## config.mk

```make
export PLATFORM = sky130hd
export DESIGN_NAME = raster_pixel_op_control
export DESIGN_NICKNAME = d
export VERILOG_FILES = /design/src/core/raster_pixel_op_control.v /design/src/core/boolean_combine.v /design/src/core/source_extract.v
export VERILOG_INCLUDE_DIRS = /design/src /design/src/core
export SDC_FILE = /design/constraint.sdc
export NUM_CORES = 1
export LEC_CHECK = 0
export BUFFER_PORTS_ARGS = -buffer_cell sky130_fd_sc_hd__clkbuf_2
export CAP_MARGIN = 20
export CORE_UTILIZATION = 43
export CTS_BUF_LIST = sky130_fd_sc_hd__clkbuf_4
export CTS_CLUSTER_SIZE = 25
export DETAILED_ROUTE_END_ITERATION = 10
export SLEW_MARGIN = 20
export SYNTH_ARGS = -nofsm -noshare
export SYNTH_HDL_FRONTEND = slang
export SYNTH_SLANG_ARGS = --single-unit
```

## constraint.sdc

```tcl
create_clock -name pclk -period 9.33 [get_ports pclk]
set_input_delay 0.4665 -clock pclk [delete_from_list [all_inputs] [get_ports pclk]]
set_output_delay 0.4665 -clock pclk [all_outputs]
set_load 0.05 [all_outputs]
```

## src/core/raster_defines.vh

```
// Functional notes
// [RL1] source transparency compares source with compare value
// [RL2] software avoids source transparency at three bytes
// [RL3] source transparency only for non-bitmap sources; the code also applies it to expanded bitmap sources
// [RL4] match sense one: write only matching pixels
// [RL5] match sense zero: write only differing pixels
// [RL6] packed: leftover source dword feeds next line
// [RL7] unpacked: drop leftovers, fetch fresh next line
// [RL8] expand: source is one bit per pixel
// [RL9] pattern transparency: zero pattern bytes left alone
// [RL10] software sets pattern present with pattern transparency
// [RL11] bitmap transparency: skip zeros, foreground on ones
// [RL12] software sets expand with bitmap transparency
// [RL13] low eight bits are the combine code
// [RL14] source select: fill, screen, host, reserved
// [RL15] data port writes never fail, host only
// [RL16] software picks solid fill when code ignores source
// [RL17] combine code is a pattern/source/destination truth table
`ifndef RASTER_DEFINES_VH
`define RASTER_DEFINES_VH

// ----------------------------------------------------------------------
// register byte addresses
// ----------------------------------------------------------------------
`define ADDR_POC       12'h08C
`define ADDR_BG        12'h0C0
`define ADDR_FG        12'h0C4
`define ADDR_CMP       12'h0C8
`define ADDR_DEPTH     12'h0CC
`define ADDR_HOST      12'h0D0
`define ADDR_RESULT    12'h0D4
`define ADDR_STATUS    12'h0D8

// ----------------------------------------------------------------------
// control word fields
// ----------------------------------------------------------------------
`define SRC_SEL_HI     31
`define SRC_SEL_LO     30
`define SRC_TR_EN      13
`define SRC_TR_MATCH   12
`define PACKED_BIT     11
`define EXPAND_BIT     10
`define PAT_TR_BIT     9
`define BMP_TR_BIT     8
`define CODE_HI        7
`define CODE_LO        0
`define POC_RW_MASK    32'hF800FFFF

// ----------------------------------------------------------------------
// source select codes and reset values
// ----------------------------------------------------------------------
`define SRC_FILL       2'h0
`define SRC_SCREEN     2'h1
`define SRC_HOST       2'h2
`define SRC_RSVD       2'h3
`define RST_WORD       32'h00000000
`define RST_DEPTH      2'h0

`endif

```

## src/core/raster_pixel_op_control.v

```verilog
`timescale 1ns/1ps
`include "raster_defines.vh"
// ----------------------------------------------------------------------
// pixel combine control with apb register port
// ----------------------------------------------------------------------
module raster_pixel_op_control (
   input  wire        pclk,            // engine clock
   input  wire        presetn,         // async reset, active low
   input  wire        psel,            // apb select
   input  wire        penable,         // apb enable
   input  wire        pwrite,          // apb direction
   input  wire [11:0] paddr,           // apb byte address
   input  wire [31:0] pwdata,          // apb write data
   output reg  [31:0] prdata,          // apb read data
   output reg         pready,          // apb ready
   output reg         pslverr,         // apb error
   input  wire [31:0] src_dword,       // screen source dword
   input  wire        src_dword_valid, // screen dword offered
   output reg         src_dword_ready, // buffer can take a screen dword
   input  wire        pix_req,         // one destination pixel to process
   input  wire        pix_line_end,    // pixel is the last of its line
   input  wire [31:0] pat_pixel,       // pattern data for the pixel
   input  wire [31:0] dst_pixel,       // destination data for the pixel
   output reg         pix_ready,       // a pixel request is taken
   output reg         res_valid,       // result pulse
   output reg  [31:0] res_pixel,       // result value
   output reg  [3:0]  res_byte_en,     // bytes to write
   output reg         src_line_next    // fetch next source scan line
);

   // -------------------------------------------------------------------
   // register index decode
   // -------------------------------------------------------------------
   function [3:0] reg_index;
      input [11:0] a;
      begin
         case (a)
            `ADDR_POC:    reg_index = 4'h0;
            `ADDR_BG:     reg_index = 4'h1;
            `ADDR_FG:     reg_index = 4'h2;
            `ADDR_CMP:    reg_index = 4'h3;
            `ADDR_DEPTH:  reg_index = 4'h4;
            `ADDR_HOST:   reg_index = 4'h5;
            `ADDR_RESULT: reg_index = 4'h6;
            `ADDR_STATUS: reg_index = 4'h7;
            default:      reg_index = 4'hF;
         endcase
      end
   endfunction

   // -------------------------------------------------------------------
   // pixel mask from the pixel size code
   // -------------------------------------------------------------------
   function [31:0] depth_mask;
      input [1:0] d;
      begin
         case (d)
            2'h0:    depth_mask = 32'h000000FF;
            2'h1:    depth_mask = 32'h0000FFFF;
            2'h2:    depth_mask = 32'h00FFFFFF;
            default: depth_mask = 32'hFFFFFFFF;
         endcase
      end
   endfunction

   // -------------------------------------------------------------------
   // state
   // -------------------------------------------------------------------
   reg  [31:0] ctrl_r;           // pixel_operation_control
   reg  [31:0] ctrl_nxt;
   reg  [31:0] bg_r;             // background colour
   reg  [31:0] fg_r;             // foreground colour
   reg  [31:0] cmp_r;            // source transparency compare value
   reg  [1:0]  depth_r;          // pixel size code
   reg  [31:0] buf_r;            // source dword buffer
   reg  [31:0] buf_nxt;
   reg         buf_valid_r;      // buffer holds data
   reg         buf_valid_nxt;
   reg  [4:0]  ptr_r;            // bit pointer into buffer
   reg  [4:0]  ptr_nxt;
   reg         line_next_nxt;
   reg  [31:0] rd_data;          // read mux
   reg         rd_err;           // unmapped address
   reg  [31:0] src_px;           // chosen source pixel
   reg  [31:0] value;            // pixel value to write
   reg         wr_pix;           // pixel modified at all

   wire [3:0]  wr_idx;           // write target
   wire [3:0]  rd_idx;           // read target
   wire        wr_acc;           // write takes effect
   wire [1:0]  src_sel;          // source select field
   wire [1:0]  sel_nxt;          // source select after this edge
   wire        uses_buf;         // source comes from the dword buffer
   wire        pix_take;         // pixel accepted this edge
   wire [5:0]  need;             // bits consumed per pixel
   wire [5:0]  ptr_sum;          // pointer after the pixel
   wire [31:0] mask;             // pixel width mask
   wire [31:0] ext_color;        // colour from the buffer
   wire        ext_bit;          // bitmap bit from the buffer
   wire [31:0] rop_out;          // truth table result
   wire        src_match;        // source equals compare value
   wire [3:0]  pat_nz;           // pattern byte non-zero

   assign wr_idx   = reg_index(paddr);
   assign rd_idx   = reg_index(paddr);
   assign wr_acc   = psel & penable & pwrite & pready;
   assign src_sel  = ctrl_r[`SRC_SEL_HI:`SRC_SEL_LO];
   assign sel_nxt  = ctrl_nxt[`SRC_SEL_HI:`SRC_SEL_LO];
   assign uses_buf = (src_sel == `SRC_SCREEN) | (src_sel == `SRC_HOST); // RL14
   assign pix_take = pix_req & pix_ready;
   assign mask     = depth_mask(depth_r);
   assign need     = ctrl_r[`EXPAND_BIT] ? 6'h01 :
                     {({1'b0, depth_r} + 3'h1), 3'h0};                // RL8
   assign ptr_sum  = {1'b0, ptr_r} + need;

   // -------------------------------------------------------------------
   // source extraction and combine
   // -------------------------------------------------------------------
   source_extract u_extract (
      .dword   (buf_r),
      .ptr     (ptr_r),
      .mask    (mask),
      .color   (ext_color),
      .bmp_bit (ext_bit)
   );

   boolean_combine u_combine (
      .code   (ctrl_r[`CODE_HI:`CODE_LO]),
      .pat    (pat_pixel),
      .src    (src_px),
      .dst    (dst_pixel),
      .result (rop_out)
   );

   assign src_match = ((src_px ^ cmp_r) & mask) == 32'h00000000;       // RL1

   // pattern bytes that are zero block their byte
   genvar b;
   generate
      for (b = 0; b < 4; b = b + 1) begin : g_pat
         assign pat_nz[b] = pat_pixel[8*b+7:8*b] != 8'h00;           // RL9
      end
   endgenerate

   // -------------------------------------------------------------------
   // pixel decision
   // -------------------------------------------------------------------
   always @* begin
      // source operand by select field, reserved falls back to fill
      if (!uses_buf) begin
         src_px = bg_r;                                               // RL14
      end else if (ctrl_r[`EXPAND_BIT]) begin
         src_px = ext_bit ? fg_r : bg_r;                              // RL8
      end else begin
         src_px = ext_color;
      end
      value  = rop_out;                                               // RL13
      wr_pix = 1'b1;
      // source transparency with its match sense
      if (ctrl_r[`SRC_TR_EN]) begin
         if (ctrl_r[`SRC_TR_MATCH]) begin
            wr_pix = src_match;                                       // RL4
         end else begin
            wr_pix = ~src_match;                                      // RL5
         end
      end
      // bitmap transparency: skip zeros, foreground on ones
      if (ctrl_r[`BMP_TR_BIT]) begin
         value = fg_r;                                                // RL11
         if (!ext_bit) begin
            wr_pix = 1'b0;                                            // RL11
         end
      end
   end

   // -------------------------------------------------------------------
   // buffer, pointer and control next state
   // -------------------------------------------------------------------
   always @* begin
      ctrl_nxt      = ctrl_r;
      buf_nxt       = buf_r;
      buf_valid_nxt = buf_valid_r;
      ptr_nxt       = ptr_r;
      line_next_nxt = 1'b0;
      // software write to the control word
      if (wr_acc && wr_idx == 4'h0) begin
         ctrl_nxt      = pwdata & `POC_RW_MASK;
         buf_valid_nxt = 1'b0;                  // new setup flushes source
         ptr_nxt       = 5'h00;
      end
      // consume source bits for the accepted pixel
      if (pix_take && uses_buf) begin
         if (ptr_sum[5]) begin
            buf_valid_nxt = 1'b0;               // dword used up
            ptr_nxt       = 5'h00;
         end else begin
            ptr_nxt = ptr_sum[4:0];
         end
      end
      // end of destination line
      if (pix_take && pix_line_end) begin
         if (!ctrl_r[`PACKED_BIT]) begin
            line_next_nxt = uses_buf;                                 // RL7
            buf_valid_nxt = 1'b0;                                     // RL7
            ptr_nxt       = 5'h00;                                    // RL7
         end
         // packed mode keeps the leftover bits for the next line   RL6
      end
      // screen dword load
      if (src_dword_ready && src_dword_valid) begin
         buf_nxt       = src_dword;
         buf_valid_nxt = 1'b1;
         ptr_nxt       = 5'h00;
      end
      // host data port: never fails, loaded only for host source while the buffer is empty
      if (wr_acc && wr_idx == 4'h5 && src_sel == `SRC_HOST && !buf_valid_r) begin
         buf_nxt       = pwdata;                                      // RL15
         buf_valid_nxt = 1'b1;
         ptr_nxt       = 5'h00;
      end
   end

   // -------------------------------------------------------------------
   // read mux
   // -------------------------------------------------------------------
   always @* begin
      rd_err = 1'b0;
      case (rd_idx)
         4'h0:    rd_data = ctrl_r;
         4'h1:    rd_data = bg_r;
         4'h2:    rd_data = fg_r;
         4'h3:    rd_data = cmp_r;
         4'h4:    rd_data = {30'h0, depth_r};
         4'h6:    rd_data = res_pixel;
         4'h7:    rd_data = {26'h0, buf_valid_r, ptr_r};
         4'h5:    rd_data = 32'h00000000;      // data port reads zero
         default: begin
            rd_data = 32'h00000000;
            rd_err  = 1'b1;
         end
      endcase
   end

   // -------------------------------------------------------------------
   // apb answer: ready in the access cycle, data captured at setup
   // -------------------------------------------------------------------
   always @(posedge pclk or negedge presetn) begin
      if (!presetn) begin
         pready  <= 1'b0;
         prdata  <= 32'h00000000;
         pslverr <= 1'b0;
      end else if (psel && !penable) begin
         pready  <= 1'b1;
         prdata  <= pwrite ? 32'h00000000 : rd_data;
         pslverr <= rd_err;
      end else begin
         pready  <= 1'b0;
         prdata  <= 32'h00000000;
         pslverr <= 1'b0;
      end
   end

   // -------------------------------------------------------------------
   // configuration registers
   // -------------------------------------------------------------------
   always @(posedge pclk or negedge presetn) begin
      if (!presetn) begin
         ctrl_r  <= `RST_WORD;
         bg_r    <= `RST_WORD;
         fg_r    <= `RST_WORD;
         cmp_r   <= `RST_WORD;
         depth_r <= `RST_DEPTH;
      end else begin
         ctrl_r <= ctrl_nxt;
         if (wr_acc && wr_idx == 4'h1) begin
            bg_r <= pwdata;
         end
         if (wr_acc && wr_idx == 4'h2) begin
            fg_r <= pwdata;
         end
         if (wr_acc && wr_idx == 4'h3) begin
            cmp_r <= pwdata;
         end
         if (wr_acc && wr_idx == 4'h4) begin
            depth_r <= pwdata[1:0];
         end
      end
   end

   // -------------------------------------------------------------------
   // source buffer and handshakes
   // -------------------------------------------------------------------
   always @(posedge pclk or negedge presetn) begin
      if (!presetn) begin
         buf_r           <= 32'h00000000;
         buf_valid_r     <= 1'b0;
         ptr_r           <= 5'h00;
         pix_ready       <= 1'b0;
         src_dword_ready <= 1'b0;
         src_line_next   <= 1'b0;
      end else begin
         buf_r           <= buf_nxt;
         buf_valid_r     <= buf_valid_nxt;
         ptr_r           <= ptr_nxt;
         pix_ready       <= buf_valid_nxt | ~((sel_nxt == `SRC_SCREEN) |
                                              (sel_nxt == `SRC_HOST));
         src_dword_ready <= (sel_nxt == `SRC_SCREEN) & ~buf_valid_nxt;
         src_line_next   <= line_next_nxt;
      end
   end

   // -------------------------------------------------------------------
   // result outputs
   // -------------------------------------------------------------------
   always @(posedge pclk or negedge presetn) begin
      if (!presetn) begin
         res_valid   <= 1'b0;
         res_pixel   <= 32'h00000000;
         res_byte_en <= 4'h0;
      end else begin
         res_valid <= pix_take;
         if (pix_take) begin
            res_pixel   <= value & mask;
            res_byte_en <= {4{wr_pix}} & {mask[24], mask[16], mask[8], mask[0]} &
                           (ctrl_r[`PAT_TR_BIT] ? pat_nz : 4'hF);    // RL9
         end
      end
   end

endmodule // raster_pixel_op_control

```

## src/core/boolean_combine.v

```verilog
`timescale 1ns/1ps
// ----------------------------------------------------------------------
// per-bit truth table combine of pattern, source and destination
// ----------------------------------------------------------------------
module boolean_combine (
   input  wire [7:0]  code,       // boolean_combine_code
   input  wire [31:0] pat,        // pattern pixel
   input  wire [31:0] src,        // source pixel
   input  wire [31:0] dst,        // destination pixel
   output wire [31:0] result      // combined pixel
);
   genvar i;
   generate
      for (i = 0; i < 32; i = i + 1) begin : g_bit
         // pattern is the top index bit, destination the lowest
         assign result[i] = code[{pat[i], src[i], dst[i]}]; // RL17 RL13
      end
   endgenerate
endmodule // boolean_combine

```

## src/core/source_extract.v

```verilog
`timescale 1ns/1ps
// ----------------------------------------------------------------------
// picks the current pixel or bitmap bit out of the source dword
// ----------------------------------------------------------------------
module source_extract (
   input  wire [31:0] dword,      // buffered source dword
   input  wire [4:0]  ptr,        // bit position of the next pixel
   input  wire [31:0] mask,       // pixel width mask
   output wire [31:0] color,      // colour pixel, low bits first
   output wire        bmp_bit     // bitmap bit at the pointer
);
   wire [31:0] shifted;           // dword aligned to the pointer

   assign shifted = dword >> ptr;
   assign color   = shifted & mask;
   assign bmp_bit = shifted[0];   // RL8
endmodule // source_extract

```

Word level (Yosys, flattened, before mapping)

Index checks and enable logic that the tools add are counted.

Register bits: 231
Input bits: 148
Logic and storage cells: 215

Add/sub/neg operators: 2
Order comparisons: 32
Equal/unequal tests: 21
Shift-type cells: 1
Mux-type cells: 101
Bitwise logic cells: 17
Reductions and logical operators: 23

Operators with widths:

| kind                                                  | count |
|---|---|
| two-way mux 32 bit                                    | 9 |
| one-hot mux 32 bit (7 select lines)                   | 1 |
| < comparator 3 x 4 -> 1 bit (second input constant)   | 32 |
| bitwise AND 32 bit                                    | 3 |
| binary-select mux 1 bit (select 3 bit)                | 32 |
| equality test 12 x 8 -> 1 bit (second input constant) | 8 |
| one-hot mux 32 bit (3 select lines)                   | 1 |
| two-way mux 1 bit                                     | 48 |
| two-way mux 5 bit                                     | 7 |
| zero test 32 bit                                      | 1 |
| one-hot mux 4 bit (8 select lines)                    | 1 |
| nonzero test 8 bit                                    | 4 |
| >> shifter 32 x 5 -> 32 bit                           | 1 |
| XOR 32 bit                                            | 1 |
| equality test 4 x 3 -> 1 bit (second input constant)  | 4 |
| logical AND 1 bit                                     | 12 |
| bitwise AND 4 bit                                     | 2 |
| equality test 4 x 2 -> 1 bit (second input constant)  | 2 |
| OR reduction 8 bit                                    | 1 |
| adder 5 x 6 -> 6 bit                                  | 1 |
| equality test 2 x 1 -> 1 bit (second input constant)  | 3 |
| equality test 2 bit (second input constant)           | 3 |
| two-way mux 6 bit                                     | 1 |
| bitwise AND 1 bit                                     | 5 |
| other kinds (9)                                       | 14 |

Longest topological paths before layout

Depth after elaboration: 15
Depth in mapped cells: 16

Modules after synthesis

A second synthesis with hierarchy kept.

Cells, all modules: 1435
Area total of the unflattened synthesis: 15513.6 um2

Modules (own cells, without submodules):

| module                  | instances | cells each | area each (um2) | sequential area each (um2) |
|---|---|---|---|---|
| raster_pixel_op_control | 1         | 1041       | 11317.1         | 5780.5 |
| boolean_combine         | 1         | 120        | 2139.6          | 0.0 |
| source_extract          | 1         | 274        | 2057.0          | 0.0 |

Least setup slack after synthesis

OpenSTA, ideal clock, no wires.

Path kind: reg-to-reg
Start point: register ptr_r[3]
End point: register res_byte_en[0]
Setup time: 0.095 ns
Arrival time: 3.635 ns
Data required time: 9.235 ns
Slack: 5.600 ns
Cell stages (with the launch flop): 14
Path buffers: 2
Period minus slack after synthesis: 3.730 ns
Cell sequence: dfrtp_1 buf_2 mux4_2 mux2_2 a22o_1 buf_2 nor3_1 a311oi_4 xnor2_1 or4_4 o41ai_2 nand4_1 xnor2_2 o31ai_1

Word-level cells in the longest chain between the ends: 14

Ends and longest elaborated chain:

| what                                                     | line                                               | source |
|---|---|---|
| from (decl)                                              | raster_pixel_op_control.v:79                       | `reg [4:0] ptr_r;` |
| from (signal assigned)                                   | raster_pixel_op_control.v:304                      | `ptr_r <= ptr_nxt;` |
| >> shifter 32 x 5 -> 32 bit *                            | source_extract.v:14                                | `assign shifted = dword >> ptr;` |
| bitwise AND 32 bit or two-way mux 32 bit (tied branches) | source_extract.v:15, raster_pixel_op_control.v:153 |  |
| two-way mux 32 bit                                       | raster_pixel_op_control.v:152                      | `` end else if (ctrl_r[`EXPAND_BIT]) begin `` |
| two-way mux 32 bit                                       | raster_pixel_op_control.v:150                      | `if (!uses_buf) begin` |
| XOR 32 bit                                               | raster_pixel_op_control.v:135                      | `assign src_match = ((src_px ^ cmp_r) & mask) == 32'h00000000;` |
| bitwise AND 32 bit                                       | raster_pixel_op_control.v:135                      |  |
| zero test 32 bit                                         | raster_pixel_op_control.v:135                      |  |
| inverter 1 bit                                           | raster_pixel_op_control.v:164                      | `wr_pix = ~src_match;` |
| two-way mux 1 bit                                        | raster_pixel_op_control.v:161                      | `` if (ctrl_r[`SRC_TR_MATCH]) begin `` |
| two-way mux 1 bit                                        | raster_pixel_op_control.v:160                      | `` if (ctrl_r[`SRC_TR_EN]) begin `` |
| two-way mux 1 bit                                        | raster_pixel_op_control.v:170                      | `if (!ext_bit) begin` |
| two-way mux 1 bit *                                      | raster_pixel_op_control.v:168                      | `` if (ctrl_r[`BMP_TR_BIT]) begin `` |
| bitwise AND 4 bit * (2 in a row)                         | raster_pixel_op_control.v:324                      | `res_byte_en <= {4{wr_pix}} & {mask[24], mask[16], mask[8], mask[0]} &` |
| to (signal assigned)                                     | raster_pixel_op_control.v:324                      |  |
| to (decl)                                                | raster_pixel_op_control.v:27                       | `output reg [3:0] res_byte_en,` |

Mark *: on every way between the ends. The rest lies on a longest branch, timed or not.
A chain may end at the register's enable or synchronous reset.

Final worst setup path

Start point: register ptr_r[0]
End point: register res_byte_en[2]

The elaborated chain is that of the path after synthesis.

==> flow_summary.toml <==
[outcome]
status = "completed"

[pwr]
pwr-share-clk = 0.476
p_comb_frac = 0.064
max-vdd-ir-drop_mv = 0.05160
p_int_w = 0.001627
switching_share = 0.2570
p_sw_w = 0.0005629
p_leak_nw = 8.518
power_density_nw_per_um2 = 117.8
seq_power_share = 0.459
total_power_w = 0.002190

[yosys]
synth_common_cells = "231 x dfrtp_1, 136 x mux2_2, 117 x mux2i_1"
synth_cell_types = 86
synthArstFlopShare = 1.000
synth.yosys.warnings = 0
synth_seq_cells = 231
synth_top_cell_by_area = "dfrtp_1"
synthFlopType = "dfrtp_1"
synth-edff-count = 0
yosysMostFrequentCell = "dfrtp_1"
synth_top_area_share = 0.3638
syn_nets = 1632
seq_area_frac_synth = 0.3638
synthesis.area_um2 = 15890
synth_area_leaders = "dfrtp_1 36%, mux4_2 13%, mux2_2 9.6%, mux2i_1 7.4%, a21oi_1 2.9%"
syn_avg_cell_area_um2 = 10.78
synth_cells = 1474

[floorplan]
initial_utilization = 0.4350
coreArea_um2 = 36520
rows = 70
dieWidth_um = 194.2
top_level_ports = 222
die_area_um2 = 37720
die_y_um = 194.2

[hold_path]
min_path_type = "in2reg"
min_from = "src_dword[18]"

[route]
wl_met1_um = 27140
firstDrtPassIters = 8
initialDrtViolationCount = 1808
drc_errors = 0
routed.top_layer = "met4"
dr_wl_met3_um = 7267
wl_met2_um = 27360
ant_nets = 0
num_vias = 14564
vias_per_cell = 6.569
drt-total-wl_um = 63250
wl_per_cell_um = 28.53

[worst_setup_path]
crit_start = "ptr_r[0]$_DFF_PN0_"
max_stage_delay_ns = 0.70
startpoint_type = "flop"
cp-end-kind = "flop"
worst-path-buf-inv = 1
crit_family = "compound AO/OA/AOI/OAI gates"
worstSetupPathType = "reg2reg"
crit_fanout = 34
arrival_ns = 6.16
cp_slowest_cell = "dfrtp_2"
critPathRequiredTime_ns = 9.98
crit_chain = "buf_4, mux4_2, mux2_2, a22oi_4, nand2_4, a211oi_1, xor2_1, or4_4, o41ai_2, nand4_1, xnor2_2, o31ai_1"
rr_startpoint = "ptr_r[0]$_DFF_PN0_"

[clock_network]
postCtsSetupBuffers = 0
clock_latency_ns = 0.76
path_clk_slew_ns = 0.06
ctsHtreeMaxLevel = 3
cts_tree = "done"
ctsResizeCount = 0
cts_root_buf = "clkbuf_4"
cts_buffer_depth = 3
ctsHoldBuffers = 32
cts.sink_count = 231
numCtsBuffers = 69

[timing]
rsz0062_at_grt = "no"
period_share = 0.5900
finalHoldViolCount = 0
tightest_slew_ns = 1.156
setup_slack_ns = 3.825
maxClockFrequency_mhz = 181.7
worst_clock_skew_ns = 0.02830
setup_viol = 0
finalSetupTns_ns = 0
period_needed_ns = 5.505
relSlewSlack = 0.2268
slew_violations = 0

[global_routing]
grt_pass1_vias = 14245
grt_overflow = 0
grt_max_degree = 108
grt_pass1_wl_um = 94570
antenna_found_initial = 2
grt_usage = 0.3375

[layout]
syn2layout_area_growth_pct = 17.03
nets = 1852
fillCellCount = 3377
drive_gt1_frac = 0.3593

[placed_design]
portBuffers = 221
dp_hpwl_um = 44230
dp_slack_ns = 3.899
gp_congestion = 0.9111

[job]
drv_cap = 0
[placed cells by master, fill, tap and decap left out, types with 7 or more instances in the layout]
master and n:
xnor2_1 13, inv_1 15, nor2b_1 12, a211oi_1 12, clkbuf_2 220, a221oi_1 8
nor2_1 83, and2_1 7, ha_1 10, nand2_1 96, dlygate4sd3_1 32, mux2_2 136
nand2b_1 18, a22oi_1 52, or2_2 10, mux2i_1 117, a21oi_1 93, clkinv_1 17
a222oi_1 16, a22o_1 30, nor4_1 11, o21a_1 7, o21ai_0 62, mux4_2 90
buf_4 29, xor2_1 10, nor3_1 31, o31ai_1 12, nand3_1 17, clkbuf_4 100
dfrtp_1 229
[logic make-up (layout without fill, tap and decap cells)]
logic type / count (synthesis) / count (layout) / synth area share
multiplexers: 348 / 348 / 0.3038
adder cells (fa/ha/maj): 10 / 10 / 0.007875
XOR/XNOR: 24 / 24 / 0.01370
buffers and inverters: 152 / 423 / 0.03843
AO/OA/AOI/OAI: 378 / 378 / 0.1715
flip-flops: 231 / 231 / 0.3638
AND/OR/NAND/NOR: 331 / 331 / 0.1009
other: 0 / 4 / 0
[worst reg2reg max path: stages, from the launching register on]
cell	delay [ns]
dfrtp_2	0.70
buf_4	0.58
mux4_2	0.60
mux2_2	0.36
a22oi_4	0.50
nand2_4	0.32
a211oi_1	0.53
xor2_1	0.14
or4_4	0.57
o41ai_2	0.38
nand4_1	0.24
xnor2_2	0.23
o31ai_1	0.25
[power by group through the flow]
stage | logic, W | clock network [W] | registers, W
floorplan | 0.0000312 | 0 | 0.00103
detailed placement | 0.000130 | 0 | 0.00102
finish | 0.000141 | 0.00104 | 0.00101
global placement | 0.000129 | 0 | 0.00102
global route | 0.000151 | 0.00112 | 0.00101
CTS | 0.000141 | 0.00106 | 0.00101
[layout make-up]
type                       count  area [um^2]  share of cell area
multi-input combinational   1091         9552              0.5137
sequential                   231         5783              0.3110
timing repair buffer         283         1682             0.09043
clock buffer                 100        750.7             0.04037
tap                          468        585.6             0.03149
clock inverter                22        165.2            0.008882
inverter                      18        67.56            0.003633
antenna                        4        10.01           0.0005383
[state kept, by name (all words and copies together), names as in the netlist, 2 cells and up]
register	flops
bg_r	32
buf_r	32
cmp_r	32
ctrl_r	21
depth_r	2
fg_r	32
prdata	32
ptr_r	5
res_byte_en	4
res_pixel	32
[final timing paths]
check	end	slack, ns	cells after the start
worst max-delay path	res_byte_en[2]$_DFFE_PN0P_	3.82	12
worst min-delay path	buf_r[18]$_DFFE_PN0P_	0.04	3
worst max register to register	res_byte_en[2]$_DFFE_PN0P_	3.82	12
worst min register to register	ctrl_r[6]$_DFFE_PN0P_	0.51	1
max in group asynchronous	bg_r[27]$_DFFE_PN0P_	7.58	3
min in group asynchronous	prdata[2]$_DFF_PN0_	0.33	2
[through the flow]
| stage | instance area [um^2] | instances | hold slack [ns] | utilization |
|---|---|---|---|---|
| after global routing | 18590 | 2215 | 0.03006 | 0.5090 |
| after floorplan | 15890 | 1474 | 0.1709 | - |
| after detailed placement | 17320 | 2058 | 0.4959 | 0.4742 |
| final | 18600 | 2217 | 0.03518 | 0.5091 |
| after CTS | 18550 | 2212 | 0.0003684 | 0.5080 |
| after global placement | 17320 | 2058 | 0.4900 | 0.4741 |
[metal layers]
metal  vias to the layer above  track usage
li1                       6216            -
met1                      7314       0.4963
met2                       921       0.4865
met3                       113      0.08001
met4                         0       0.1102
met5                         -            0
No activity file was read; power rests on OpenSTA's default activity.
